==> config.mk <==
export PLATFORM = sky130hd
export DESIGN_NAME = adcc_top
export DESIGN_NICKNAME = d
export VERILOG_FILES = /design/src/adcc_pkg.sv /design/src/adcc_top.sv
export SDC_FILE = /design/constraint.sdc
export NUM_CORES = 1
export LEC_CHECK = 0
export ABC_AREA = 1
export BUFFER_PORTS_ARGS = -buffer_cell sky130_fd_sc_hd__buf_2
export CORE_ASPECT_RATIO = 0.7
export CORE_MARGIN = 1
export CORE_UTILIZATION = 50
export CTS_BUF_LIST = sky130_fd_sc_hd__clkbuf_4 sky130_fd_sc_hd__clkbuf_8
export CTS_CLUSTER_DIAMETER = 60
export CTS_CLUSTER_SIZE = 24
export DETAILED_ROUTE_END_ITERATION = 7
export GPL_ROUTABILITY_DRIVEN = 0
export GPL_TIMING_DRIVEN = 0
export PLACE_DENSITY = 0.86
export SKIP_LAST_GASP = 1
export SLEW_MARGIN = 20
export SYNTH_ARGS = -nofsm -noshare
export SYNTH_HDL_FRONTEND = slang
export SYNTH_SLANG_ARGS = --single-unit
==> constraint.sdc <==
create_clock -name SYS_CLK -period 3.8 [get_ports SYS_CLK]
set_input_delay 0.57 -clock SYS_CLK [delete_from_list [all_inputs] [get_ports SYS_CLK]]
set_output_delay 0.57 -clock SYS_CLK [all_outputs]
set_load 0.02 [all_outputs]
==> src/adcc_pkg.sv <==
package adcc_pkg;
  localparam logic [7:0] IDX_CONTROL = 8'h1f;
  localparam logic [7:0] IDX_PORT_CONFIG = 8'h9f;
  // One word per register: byte address is four times the index
  localparam logic [11:0] ADDR_CONTROL = {2'h0, IDX_CONTROL, 2'h0};
  localparam logic [11:0] ADDR_PORT_CONFIG = {2'h0, IDX_PORT_CONFIG, 2'h0};
  localparam logic [11:0] ADDR_RESULT_HIGH = 12'h400;
  localparam logic [11:0] ADDR_RESULT_LOW = 12'h404;
  localparam logic [11:0] ADDR_STATUS = 12'h408;
  localparam int CLKSEL_LSB = 6;
  localparam int CHAN_LSB = 3;
  localparam int START_BIT = 2;
  localparam int POWER_BIT = 0;
  localparam int FORMAT_BIT = 7;
  localparam logic [7:0] CONTROL_MASK = 8'hfd;
  localparam logic [7:0] PORT_CONFIG_MASK = 8'h8f;
  localparam logic [7:0] CONTROL_RESET = 8'h00;
  localparam logic [7:0] PORT_CONFIG_RESET = 8'h00;
  localparam int CONV_PERIODS = 12;
  localparam int HOLDOFF_PERIODS = 2;
  localparam int RESULT_BITS = 10;
  typedef enum logic [1:0] {CLK_DIV2, CLK_DIV8, CLK_DIV32, CLK_RC} adcc_clksel_t;
  typedef enum {ST_IDLE, ST_CONVERT, ST_HOLDOFF} adcc_state_t;
endpackage : adcc_pkg

==> src/adcc_top.sv <==
// The APB slave port is this design's own decision.
`timescale 1ns/10ps
module adcc_top
  import adcc_pkg::*;
#(
  parameter int NUM_CHANNELS = 8,
  parameter int RC_DIV = 1000
)
(
  input wire logic SYS_CLK, // 250 MHz clock
  input wire logic SRST, // Synchronous reset, active high
  input wire logic [11:0] PADDR, // APB byte address
  input wire logic PSEL, // APB select
  input wire logic PENABLE, // APB access phase
  input wire logic PWRITE, // APB write
  input wire logic [31:0] PWDATA, // APB write data
  output logic [31:0] PRDATA, // APB read data
  output logic PREADY, // APB ready
  output logic PSLVERR, // APB error for unmapped address
  input wire logic [9:0] COMPARATOR_HIGH, // Comparator: sample above trial level
  output logic [9:0] TRIAL_LEVEL, // Trial level to the internal DAC
  output logic [2:0] CHANNEL_ROUTE, // Channel steered to sample switch
  output logic SAMPLE_CONNECT, // Hold capacitor connected to channel
  output logic MODULE_POWERED, // Analog module powered
  output logic RC_OSC_ENABLE, // Internal RC oscillator running
  output logic [7:0] ANALOG_PINS, // Pins used as analog channels
  output logic POS_REF_EXTERNAL, // Positive reference taken from pos_ref_pin
  output logic NEG_REF_EXTERNAL, // Negative reference taken from neg_ref_pin
  output logic CONVERTER_IRQ_FLAG // Sticky completion flag
);

  if (NUM_CHANNELS != 5 && NUM_CHANNELS != 8)
  begin : g_bad_channels
    $error("NUM_CHANNELS must be 5 or 8");
  end
  if (RC_DIV < 2 || RC_DIV > 65535)
  begin : g_bad_rc_div
    $error("RC_DIV out of range");
  end

  logic [7:0] control_r, control_nxt;
  logic [7:0] port_config_r, port_config_nxt;
  logic [7:0] result_high_r, result_low_r;
  logic irq_flag_r;
  logic [15:0] div_cnt_r;
  logic [3:0] step_r;
  logic [9:0] sar_r;
  logic [9:0] trial_r;
  adcc_state_t state_r;

  wire bus_access = PSEL && PENABLE;
  // Writes land at the edge that completes the access, exactly once
  wire bus_wr = bus_access && PREADY && PWRITE;
  wire hit_control = PADDR == ADDR_CONTROL;
  wire hit_config = PADDR == ADDR_PORT_CONFIG;
  wire hit_high = PADDR == ADDR_RESULT_HIGH;
  wire hit_low = PADDR == ADDR_RESULT_LOW;
  wire hit_status = PADDR == ADDR_STATUS;
  wire hit_any = hit_control || hit_config || hit_high || hit_low || hit_status;
  wire wr_control = bus_wr && hit_control;
  wire wr_config = bus_wr && hit_config;
  wire wr_status = bus_wr && hit_status;

  wire [1:0] clksel = control_r[CLKSEL_LSB +: 2];
  wire powered = control_r[POWER_BIT];
  wire [3:0] pcfg = port_config_r[3:0];

  // Divider period in system clocks for one conversion-clock period
  wire [15:0] div_period =
    (clksel == 2'(CLK_DIV2)) ? 16'h0002 :
    (clksel == 2'(CLK_DIV8)) ? 16'h0008 :
    (clksel == 2'(CLK_DIV32)) ? 16'h0020 : 16'(RC_DIV);
  wire tick = div_cnt_r >= div_period - 16'h0001;

  // Start honoured only with power already on and idle
  wire sw_start = wr_control && PWDATA[START_BIT] && PWDATA[POWER_BIT];
  wire sw_abort = wr_control && !sw_start;
  wire converting = state_r == ST_CONVERT;
  wire last_tick = converting && tick && (step_r == 4'(CONV_PERIODS - 1));
  wire conv_abort = converting && (sw_abort || !powered);
  wire conv_done = last_tick && !conv_abort;
  wire start_ok = sw_start && powered && state_r == ST_IDLE;
  // Start bit mirrors a running conversion, so a refused start never sticks
  wire start_nxt = start_ok || (converting && !conv_abort && !last_tick);
  wire [9:0] sar_next = COMPARATOR_HIGH == 10'h000 ? sar_r : (sar_r | trial_r);

  // Control: set by software, start bit owned by the sequencer
  always_comb
  begin
    control_nxt = control_r;
    if (wr_control)
      control_nxt = PWDATA[7:0] & CONTROL_MASK;
    control_nxt[START_BIT] = start_nxt;
  end

  always_comb
  begin
    port_config_nxt = port_config_r;
    if (wr_config)
      port_config_nxt = PWDATA[7:0] & PORT_CONFIG_MASK;
  end

  always_ff @(posedge SYS_CLK)
  begin
    if (SRST)
    begin
      control_r <= CONTROL_RESET;
      port_config_r <= PORT_CONFIG_RESET;
    end
    else
    begin
      control_r <= control_nxt;
      port_config_r <= port_config_nxt;
    end
  end

  always_ff @(posedge SYS_CLK)
  begin
    if (SRST || tick || state_r == ST_IDLE)
      div_cnt_r <= 16'h0000;
    else
      div_cnt_r <= div_cnt_r + 16'h0001;
  end

  // Step 0 loads the first trial with the switch open, steps 1..10 resolve one bit each, step 11 settles
  always_ff @(posedge SYS_CLK)
  begin
    if (SRST)
    begin
      state_r <= ST_IDLE;
      step_r <= 4'h0;
      sar_r <= 10'h000;
      trial_r <= 10'h000;
    end
    else
    begin
      case (state_r)
        ST_IDLE:
        begin
          if (start_ok)
          begin
            state_r <= ST_CONVERT;
            step_r <= 4'h0;
            sar_r <= 10'h000;
            trial_r <= 10'h000;
          end
        end
        ST_CONVERT:
        begin
          if (conv_abort)
          begin
            state_r <= ST_HOLDOFF;
            step_r <= 4'h0;
          end
          else if (tick)
          begin
            if (step_r >= 4'h1 && step_r <= 4'(RESULT_BITS))
              sar_r <= sar_next;
            trial_r <= (step_r < 4'(RESULT_BITS)) ? (10'h200 >> step_r) : 10'h000;
            if (conv_done)
            begin
              state_r <= ST_HOLDOFF;
              step_r <= 4'h0;
            end
            else
              step_r <= step_r + 4'h1;
          end
        end
        ST_HOLDOFF:
        begin
          if (tick)
          begin
            if (step_r == 4'(HOLDOFF_PERIODS - 1))
              state_r <= ST_IDLE;
            step_r <= step_r + 4'h1;
          end
        end
        default: state_r <= ST_IDLE;
      endcase
    end
  end

  // Justified result; filler bits forced to zero
  wire [15:0] just_result = port_config_r[FORMAT_BIT] ? {6'h00, sar_r}
                                                     : {sar_r, 6'h00};

  always_ff @(posedge SYS_CLK)
  begin
    if (SRST)
    begin
      result_high_r <= 8'h00;
      result_low_r <= 8'h00;
      irq_flag_r <= 1'b0;
    end
    else
    begin
      // Result bytes double as scratch registers while unused
      if (conv_done)
      begin
        result_high_r <= just_result[15:8];
        result_low_r <= just_result[7:0];
      end
      else if (bus_wr && hit_high)
        result_high_r <= PWDATA[7:0];
      else if (bus_wr && hit_low)
        result_low_r <= PWDATA[7:0];
      // Set wins over a software clear in the same cycle
      if (conv_done)
        irq_flag_r <= 1'b1;
      else if (wr_status && PWDATA[0])
        irq_flag_r <= 1'b0;
    end
  end

  // Pin map per configuration code; absent channels masked off
  logic [7:0] pin_map;
  wire pos_ext = pcfg == 4'h1 || pcfg == 4'h3 || pcfg == 4'h5 || pcfg == 4'h8 ||
                 (pcfg >= 4'ha && pcfg != 4'he);
  wire neg_ext = pcfg == 4'h8 || (pcfg >= 4'hb && pcfg != 4'he);
  always_comb
  begin
    case (pcfg)
      4'h0: pin_map = 8'hff;
      4'h1: pin_map = 8'hf7;
      4'h2: pin_map = 8'h1f;
      4'h3: pin_map = 8'h17;
      4'h4: pin_map = 8'h0b;
      4'h5: pin_map = 8'h03;
      4'h6, 4'h7: pin_map = 8'h00;
      4'h8: pin_map = 8'hf3;
      4'h9: pin_map = 8'h3f;
      4'ha: pin_map = 8'h37;
      4'hb: pin_map = 8'h33;
      4'hc: pin_map = 8'h13;
      4'hd: pin_map = 8'h03;
      4'he: pin_map = 8'h01;
      default: pin_map = 8'h01;
    endcase
  end
  wire [7:0] present_mask = (NUM_CHANNELS == 5) ? 8'h1f : 8'hff;

  logic [31:0] rd_data;
  always_comb
  begin
    rd_data = 32'h0000_0000;
    if (hit_control)
      rd_data = {24'h000000, control_r};
    else if (hit_config)
      rd_data = {24'h000000, port_config_r};
    else if (hit_high)
      rd_data = {24'h000000, result_high_r};
    else if (hit_low)
      rd_data = {24'h000000, result_low_r};
    else if (hit_status)
      rd_data = {31'h0000_0000, irq_flag_r};
  end

  always_ff @(posedge SYS_CLK)
  begin
    if (SRST)
    begin
      PRDATA <= 32'h0000_0000;
      PREADY <= 1'b0;
      PSLVERR <= 1'b0;
      TRIAL_LEVEL <= 10'h000;
      CHANNEL_ROUTE <= 3'h0;
      SAMPLE_CONNECT <= 1'b0;
      MODULE_POWERED <= 1'b0;
      RC_OSC_ENABLE <= 1'b0;
      ANALOG_PINS <= 8'h00;
      POS_REF_EXTERNAL <= 1'b0;
      NEG_REF_EXTERNAL <= 1'b0;
      CONVERTER_IRQ_FLAG <= 1'b0;
    end
    else
    begin
      // One wait state: ready in the cycle after the access phase opens
      PREADY <= PSEL && PENABLE && !PREADY;
      PRDATA <= rd_data;
      PSLVERR <= PSEL && PENABLE && !PREADY && !hit_any;
      TRIAL_LEVEL <= sar_r | trial_r;
      CHANNEL_ROUTE <= control_r[CHAN_LSB +: 3];
      // Hold capacitor off the channel during conversion and holdoff
      SAMPLE_CONNECT <= powered && state_r == ST_IDLE;
      MODULE_POWERED <= powered;
      RC_OSC_ENABLE <= powered && clksel == 2'(CLK_RC);
      ANALOG_PINS <= pin_map & present_mask;
      POS_REF_EXTERNAL <= pos_ext;
      NEG_REF_EXTERNAL <= neg_ext;
      CONVERTER_IRQ_FLAG <= irq_flag_r;
    end
  end

endmodule : adcc_top

# Yosys cells after proc, flatten, opt, wreduce, memory -nomap -nowiden
# Memories as Yosys holds them, arrays and structs flattened. A register that Yosys moved wholly into a read port is not among the register bits.
# Index checks and enable logic that the tools add are counted.
# word_totals
register_bits,154
rom_bits,128
input_bits,59
out_inout_bits,61
mem_count,1
# mem_list
memory,depth,width,rd,rd_clocked_by_memory_dff,wr,line,text
(no name shown),16,8,1,1,0,adcc_top.sv:222,case (pcfg)
# classes
addsub,3
n_lt_le_gt_ge,6
eq_ne,28
n_shift,1
muxes,39
n_bitwise,1
n_reduce_logical,62
# ops
op,n
32-bit 2-to-1 mux,6
10-bit 2-to-1 mux,11
32-bit case mux with 3 select lines,1
8-bit 2-to-1 mux,9
32-bit by 2-bit equality test with 1-bit output (second input constant),2
32-bit logical NOT,2
10-bit case mux with 2 select lines,2
12-bit by 11-bit equality test with 1-bit output (second input constant),3
32-bit by 1-bit equality test with 1-bit output (second input constant),1
1-bit logical AND,27
4-bit 2-to-1 mux,5
16-bit by 1-bit adder with 16-bit output (second input constant),1
16-bit >= comparator,1
16-bit 2-to-1 mux,1
2-bit != test (second input constant),8
1-bit logical OR,13
12-bit by 10-bit equality test with 1-bit output (second input constant),1
12-bit by 7-bit equality test with 1-bit output (second input constant),1
4-bit case mux with 3 select lines,1
10-bit by 1-bit subtractor with 11-bit output (second input constant),1
10-bit logical NOT,1
10-bit bitwise OR,1
10-bit by 4-bit >> shifter with 10-bit output (first input constant),1
4-bit by 1-bit equality test with 1-bit output (second input constant),2
other kinds (23),38

# Depth between registers and ports, before layout
# logic_depth
word_depth,16
ltp_mapped,17
depth_no_buf,17

# Worst setup path after synthesis
# Ideal clock, no wire load.
# synth_path
path_kind,reg2reg
start,register control_r[7]
end,register trial_r[1]
setup_time_ps,116
arrival_ps,1902
path_slack_ps,1783
path_stages_with_launch,13
path_buffers,1
period_less_slack_ps,2017
path_cell_list,dfxtp_1 nand2_1 ha_1 nand2_1 inv_1 nor4_4 a21boi_2 nand2_1 nand2_4 inv_4 buf_12 nor2_2 nor2_1
# synth_between
elab_chain_cells,8
elab_cells_between_ends,10
classes_between,1 x add/sub; 1 x order compare; 3 x eq/ne; 3 x mux; 2 x reduce/logical
# synth_rtl
element,line,text
start: declaration,adcc_top.sv:41,"logic [7:0] control_r, control_nxt;"
start signal: assignment,adcc_top.sv:112,control_r <= control_nxt;
2-bit equality test,adcc_top.sv:72,(clksel == 2'(CLK_DIV32)) ? 16'h0020 : 16'(RC_DIV);
10-bit 2-to-1 mux,adcc_top.sv:72,
10-bit 2-to-1 mux,adcc_top.sv:71,(clksel == 2'(CLK_DIV8)) ? 16'h0008 :
10-bit 2-to-1 mux (*),adcc_top.sv:70,(clksel == 2'(CLK_DIV2)) ? 16'h0002 :
10-bit by 1-bit subtractor with 11-bit output (*),adcc_top.sv:73,wire tick = div_cnt_r >= div_period - 16'h0001;
16-bit >= comparator (*),adcc_top.sv:73,
2-bit != test (no source line) (*),-,
4-bit AND reduction (no source line) (*),-,
end signal: assignment,adcc_top.sv:159,trial_r <= (step_r < 4'(RESULT_BITS)) ? (10'h200 >> step_r) : 10'h000;
end: declaration,adcc_top.sv:48,logic [9:0] trial_r;
# Mark *: on every way between the ends. The rest lies on a longest branch, timed or not.
# A chain may end at the register's enable or synchronous reset.

# Worst setup path in the final report
# layout_path
start,register control_r[7]
end,register div_cnt_r[3]
# layout_between
elab_chain_cells,8
elab_cells_between_ends,10
classes_between,1 x add/sub; 1 x order compare; 2 x eq/ne; 3 x mux; 3 x reduce/logical
# layout_rtl
element,line,text
2-bit equality test,adcc_top.sv:72,
10-bit 2-to-1 mux,adcc_top.sv:72,
10-bit 2-to-1 mux,adcc_top.sv:71,
10-bit 2-to-1 mux (*),adcc_top.sv:70,
10-bit by 1-bit subtractor with 11-bit output (*),adcc_top.sv:73,
16-bit >= comparator (*),adcc_top.sv:73,
1-bit logical OR (*) (2 in a row),adcc_top.sv:119,if (SRST || tick || state_r == ST_IDLE)
end signal: assignment,adcc_top.sv:122,div_cnt_r <= div_cnt_r + 16'h0001;
end: declaration,adcc_top.sv:45,logic [15:0] div_cnt_r;
# Marked as above.

==> results.toml <==
[worst_setup_path]
required_ps = 4090
worstSetupPathType = "reg2reg"
arrival_ps = 2590
r2r-end = "div_cnt_r[3]"
worstSetupStartpoint = "control_r[7]"
cp_common_cell = "nand2_1"
endpoint_kind = "flip-flop"
endpoint = "div_cnt_r[3]"
startpoint_type = "flip-flop"
rr_startpoint = "control_r[7]"
r2r_cells = 10
rrSetupSlack_ps = 1500
max_stage_delay_ps = 440
crit_chain = "nand2_1, ha_1, a21oi_1, nor2_1, nor3_1, nand2_1, a21boi_2, nand3_1, clkbuf_1, nor3b_1"
path_max_fanout = 10
cp_slowest_cell = "dfxtp_1"

[route]
ant_nets = 0
wl_per_cell_um = 13.1
wl_mm = 12.5
dr.pass1.iters = 6
drt-initial-drc-count = 433
vias_per_cell = 5.06
vias = 4858
drc_errors = 0

[min_path]
hold_path_class = "reg2reg"
holdPathStages = 2

[pwr]
p_leak_nw = 2.89
ir_drop_mv = 0.224
finalPower_w = 0.00199
p_per_area_mw_per_mm2 = 321

[sta]
relSlewSlack = 0.586
final_max_slew_viol_count = 0
rsz0062_at_grt = "no"
setup_viol = 0
setup_ws_ps = 1500
tightest_slew_ps = 621
clock_skew_ps = 10.9
hold_violations = 0
fin_tns_setup_ps = 0
min_period_over_period = 0.605
max_freq_mhz = 435
post-route-min-period_ps = 2300

[cts]
cts_tree = "built"
clockBufferDepth = 2
clkSinkCount = 107
cts_buffers = 9
cts_resized = 0
root_buffer = "clkbuf_8"
ctsHoldBuffers = 0
postCtsSetupBuffers = 0
cts.clk_slew.worst_paths_ps = 100
htreeDepth = 3
clk_latency_ps = 380

[floorplanning]
rows = 31
die_area_mm2 = 0.0111
core_mm2 = 0.0104
dieWidth_um = 126
ios = 120
start_util = 0.516
fp.dieH_um = 88.6

[layout]
drive_gt1_frac = 0.216
nets = 906
finalNonFillerCells = 960
design_area_mm2 = 0.00620
antennaDiodeCount = 0
fill_cells = 944
syn2layout_area_growth_pct = 15.6

[logic_synthesis]
synth_edf_count = 0
synthFlopType = "dfxtp_1"
yosys_warnings = 0
synthCells = 713
seq_area_frac_synth = 0.400
async_flop_share = 0
avgSynthCellArea_um2 = 7.52
synth_cell_types = 47
synth_seq_cells = 107
netlist_area_mm2 = 0.00536

[place]
place_inst = 944
dpl.hpwl_mm = 9.58
preCtsSetupSlack_ps = 1480
place_area_mm2 = 0.00599
port_buffers = 71

[global_route]
grt_pass1_wl_mm = 20.5
grt_max_degree = 18
grt_overflow = 0
track_usage = 0.237
antenna_found_initial = 0
first_global_vias = 4242

[run_status]
status = "completed"

[run]
cap_viol_max_count = 0
[synth_stat cells (2+ instances only)]
| library cell | number | area [um^2] |
|---|---|---|
| nand3_1 | 47 | 235 |
| nor2_4 | 4 | 45.0 |
| nand2_2 | 8 | 50.1 |
| buf_6 | 3 | 33.8 |
| a221oi_1 | 3 | 26.3 |
| a21oi_1 | 47 | 235 |
| nand2_1 | 106 | 398 |
| nand3_2 | 5 | 50.1 |
| nor4_1 | 5 | 31.3 |
| nor3_1 | 10 | 50.1 |
| buf_4 | 27 | 203 |
| nor3b_1 | 2 | 15.0 |
| inv_2 | 8 | 30.0 |
| nor2_1 | 96 | 360 |
| a32o_1 | 2 | 20.0 |
| nand4_1 | 6 | 37.5 |
| buf_1 | 3 | 11.3 |
| xor2_1 | 5 | 43.8 |
| dfxtp_1 | 107 | 2140 |
| o21ai_0 | 35 | 175 |
| ha_1 | 24 | 300 |
| inv_1 | 73 | 274 |
| o21ai_1 | 27 | 135 |
| nand2_4 | 4 | 45.0 |
| clkbuf_1 | 11 | 41.3 |
| nor2_2 | 19 | 119 |
| o21ai_2 | 5 | 43.8 |
| a31oi_1 | 2 | 12.5 |
[logic make-up after synthesis]
group	share of synthesized area
DFF	0.400
buffers and inverters	0.116
xor gates and xnor gates	0.00980
and+or+nand+nor	0.289
AOI/OAI and AO/OA	0.129
other	0.000700
adders and majority gates	0.0560
[area by class of cell]
class / instances / area (um^2) / share of cell area
buffer: 45 / 309 / 0.0499
timing repair buffer: 71 / 355 / 0.0573
clock inverter: 5 / 61.3 / 0.00989
tap: 132 / 165 / 0.0266
multi-input combinational: 506 / 2700 / 0.436
inverter: 83 / 314 / 0.0507
sequential: 107 / 2140 / 0.346
clock buffer: 11 / 151 / 0.0244
[worst max-delay path: cells and delay by family, from the launching register on]
kind	cells	cell delay [ps]
buffers and inverters	1	260
DFF	1	440
AOI/OAI and AO/OA	2	340
adders and majority gates	1	310
and+or+nand+nor	6	860
[state kept, by name (all words and copies together), names as in the netlist, 2 cells and up]
signal,cells
ANALOG_PINS,7
CHANNEL_ROUTE,3
PRDATA,8
TRIAL_LEVEL,10
control_r,7
div_cnt_r,16
port_config_r,5
result_high_r,8
result_low_r,8
sar_r,10
state_r,2
step_r,4
trial_r,10
[worst min-delay path by stage]
stage                             from            endpoint  slack (ps)
after floorplan             irq_flag_r  CONVERTER_IRQ_FLAG         410
after global placement      irq_flag_r  CONVERTER_IRQ_FLAG         430
after detailed placement  control_r[3]    CHANNEL_ROUTE[0]         440
after CTS                 control_r[4]    CHANNEL_ROUTE[1]         460
after global routing      control_r[4]        control_r[4]         490
final                     control_r[4]    CHANNEL_ROUTE[1]         460
[cell usage in the layout, fill, tap and decap left out, drive strengths merged, types with 2 or more instances in the layout]
cell type,count
o21ai,67
clkinv,2
a32o,2
inv,82
nand4,6
dfxtp,107
nor3b,2
nand3,53
clkbuf,22
xor2,5
conb,29
a221oi,3
nor4,6
nor2,120
a31oi,2
nand2,118
ha,24
a21oi,48
nor3,12
clkinvlp,3
buf,105
[metrics by stage]
stage                util  hold WS (ps)
finish              0.596           457
global route        0.596           485
CTS                 0.596           456
detailed placement  0.576           444
global placement    0.576           433
floorplan               -           412
[power breakdown]
group	internal (W)	switching, W	leakage (nW)
logic	0.0000468	0.0000837	1.92
registers	0.00113	0.00000219	0.866
clock network	0.000341	0.000386	0.0978
[layer usage]
metal  GRT usage  up-vias  routed length (um)
li1            -     2469                   -
met2       0.351      208                5330
met1       0.338     2163                5840
met3      0.0665       18                1260
met4      0.0668        0                 114
met5           0        -                   0
Power figures use the tool's default switching activity.
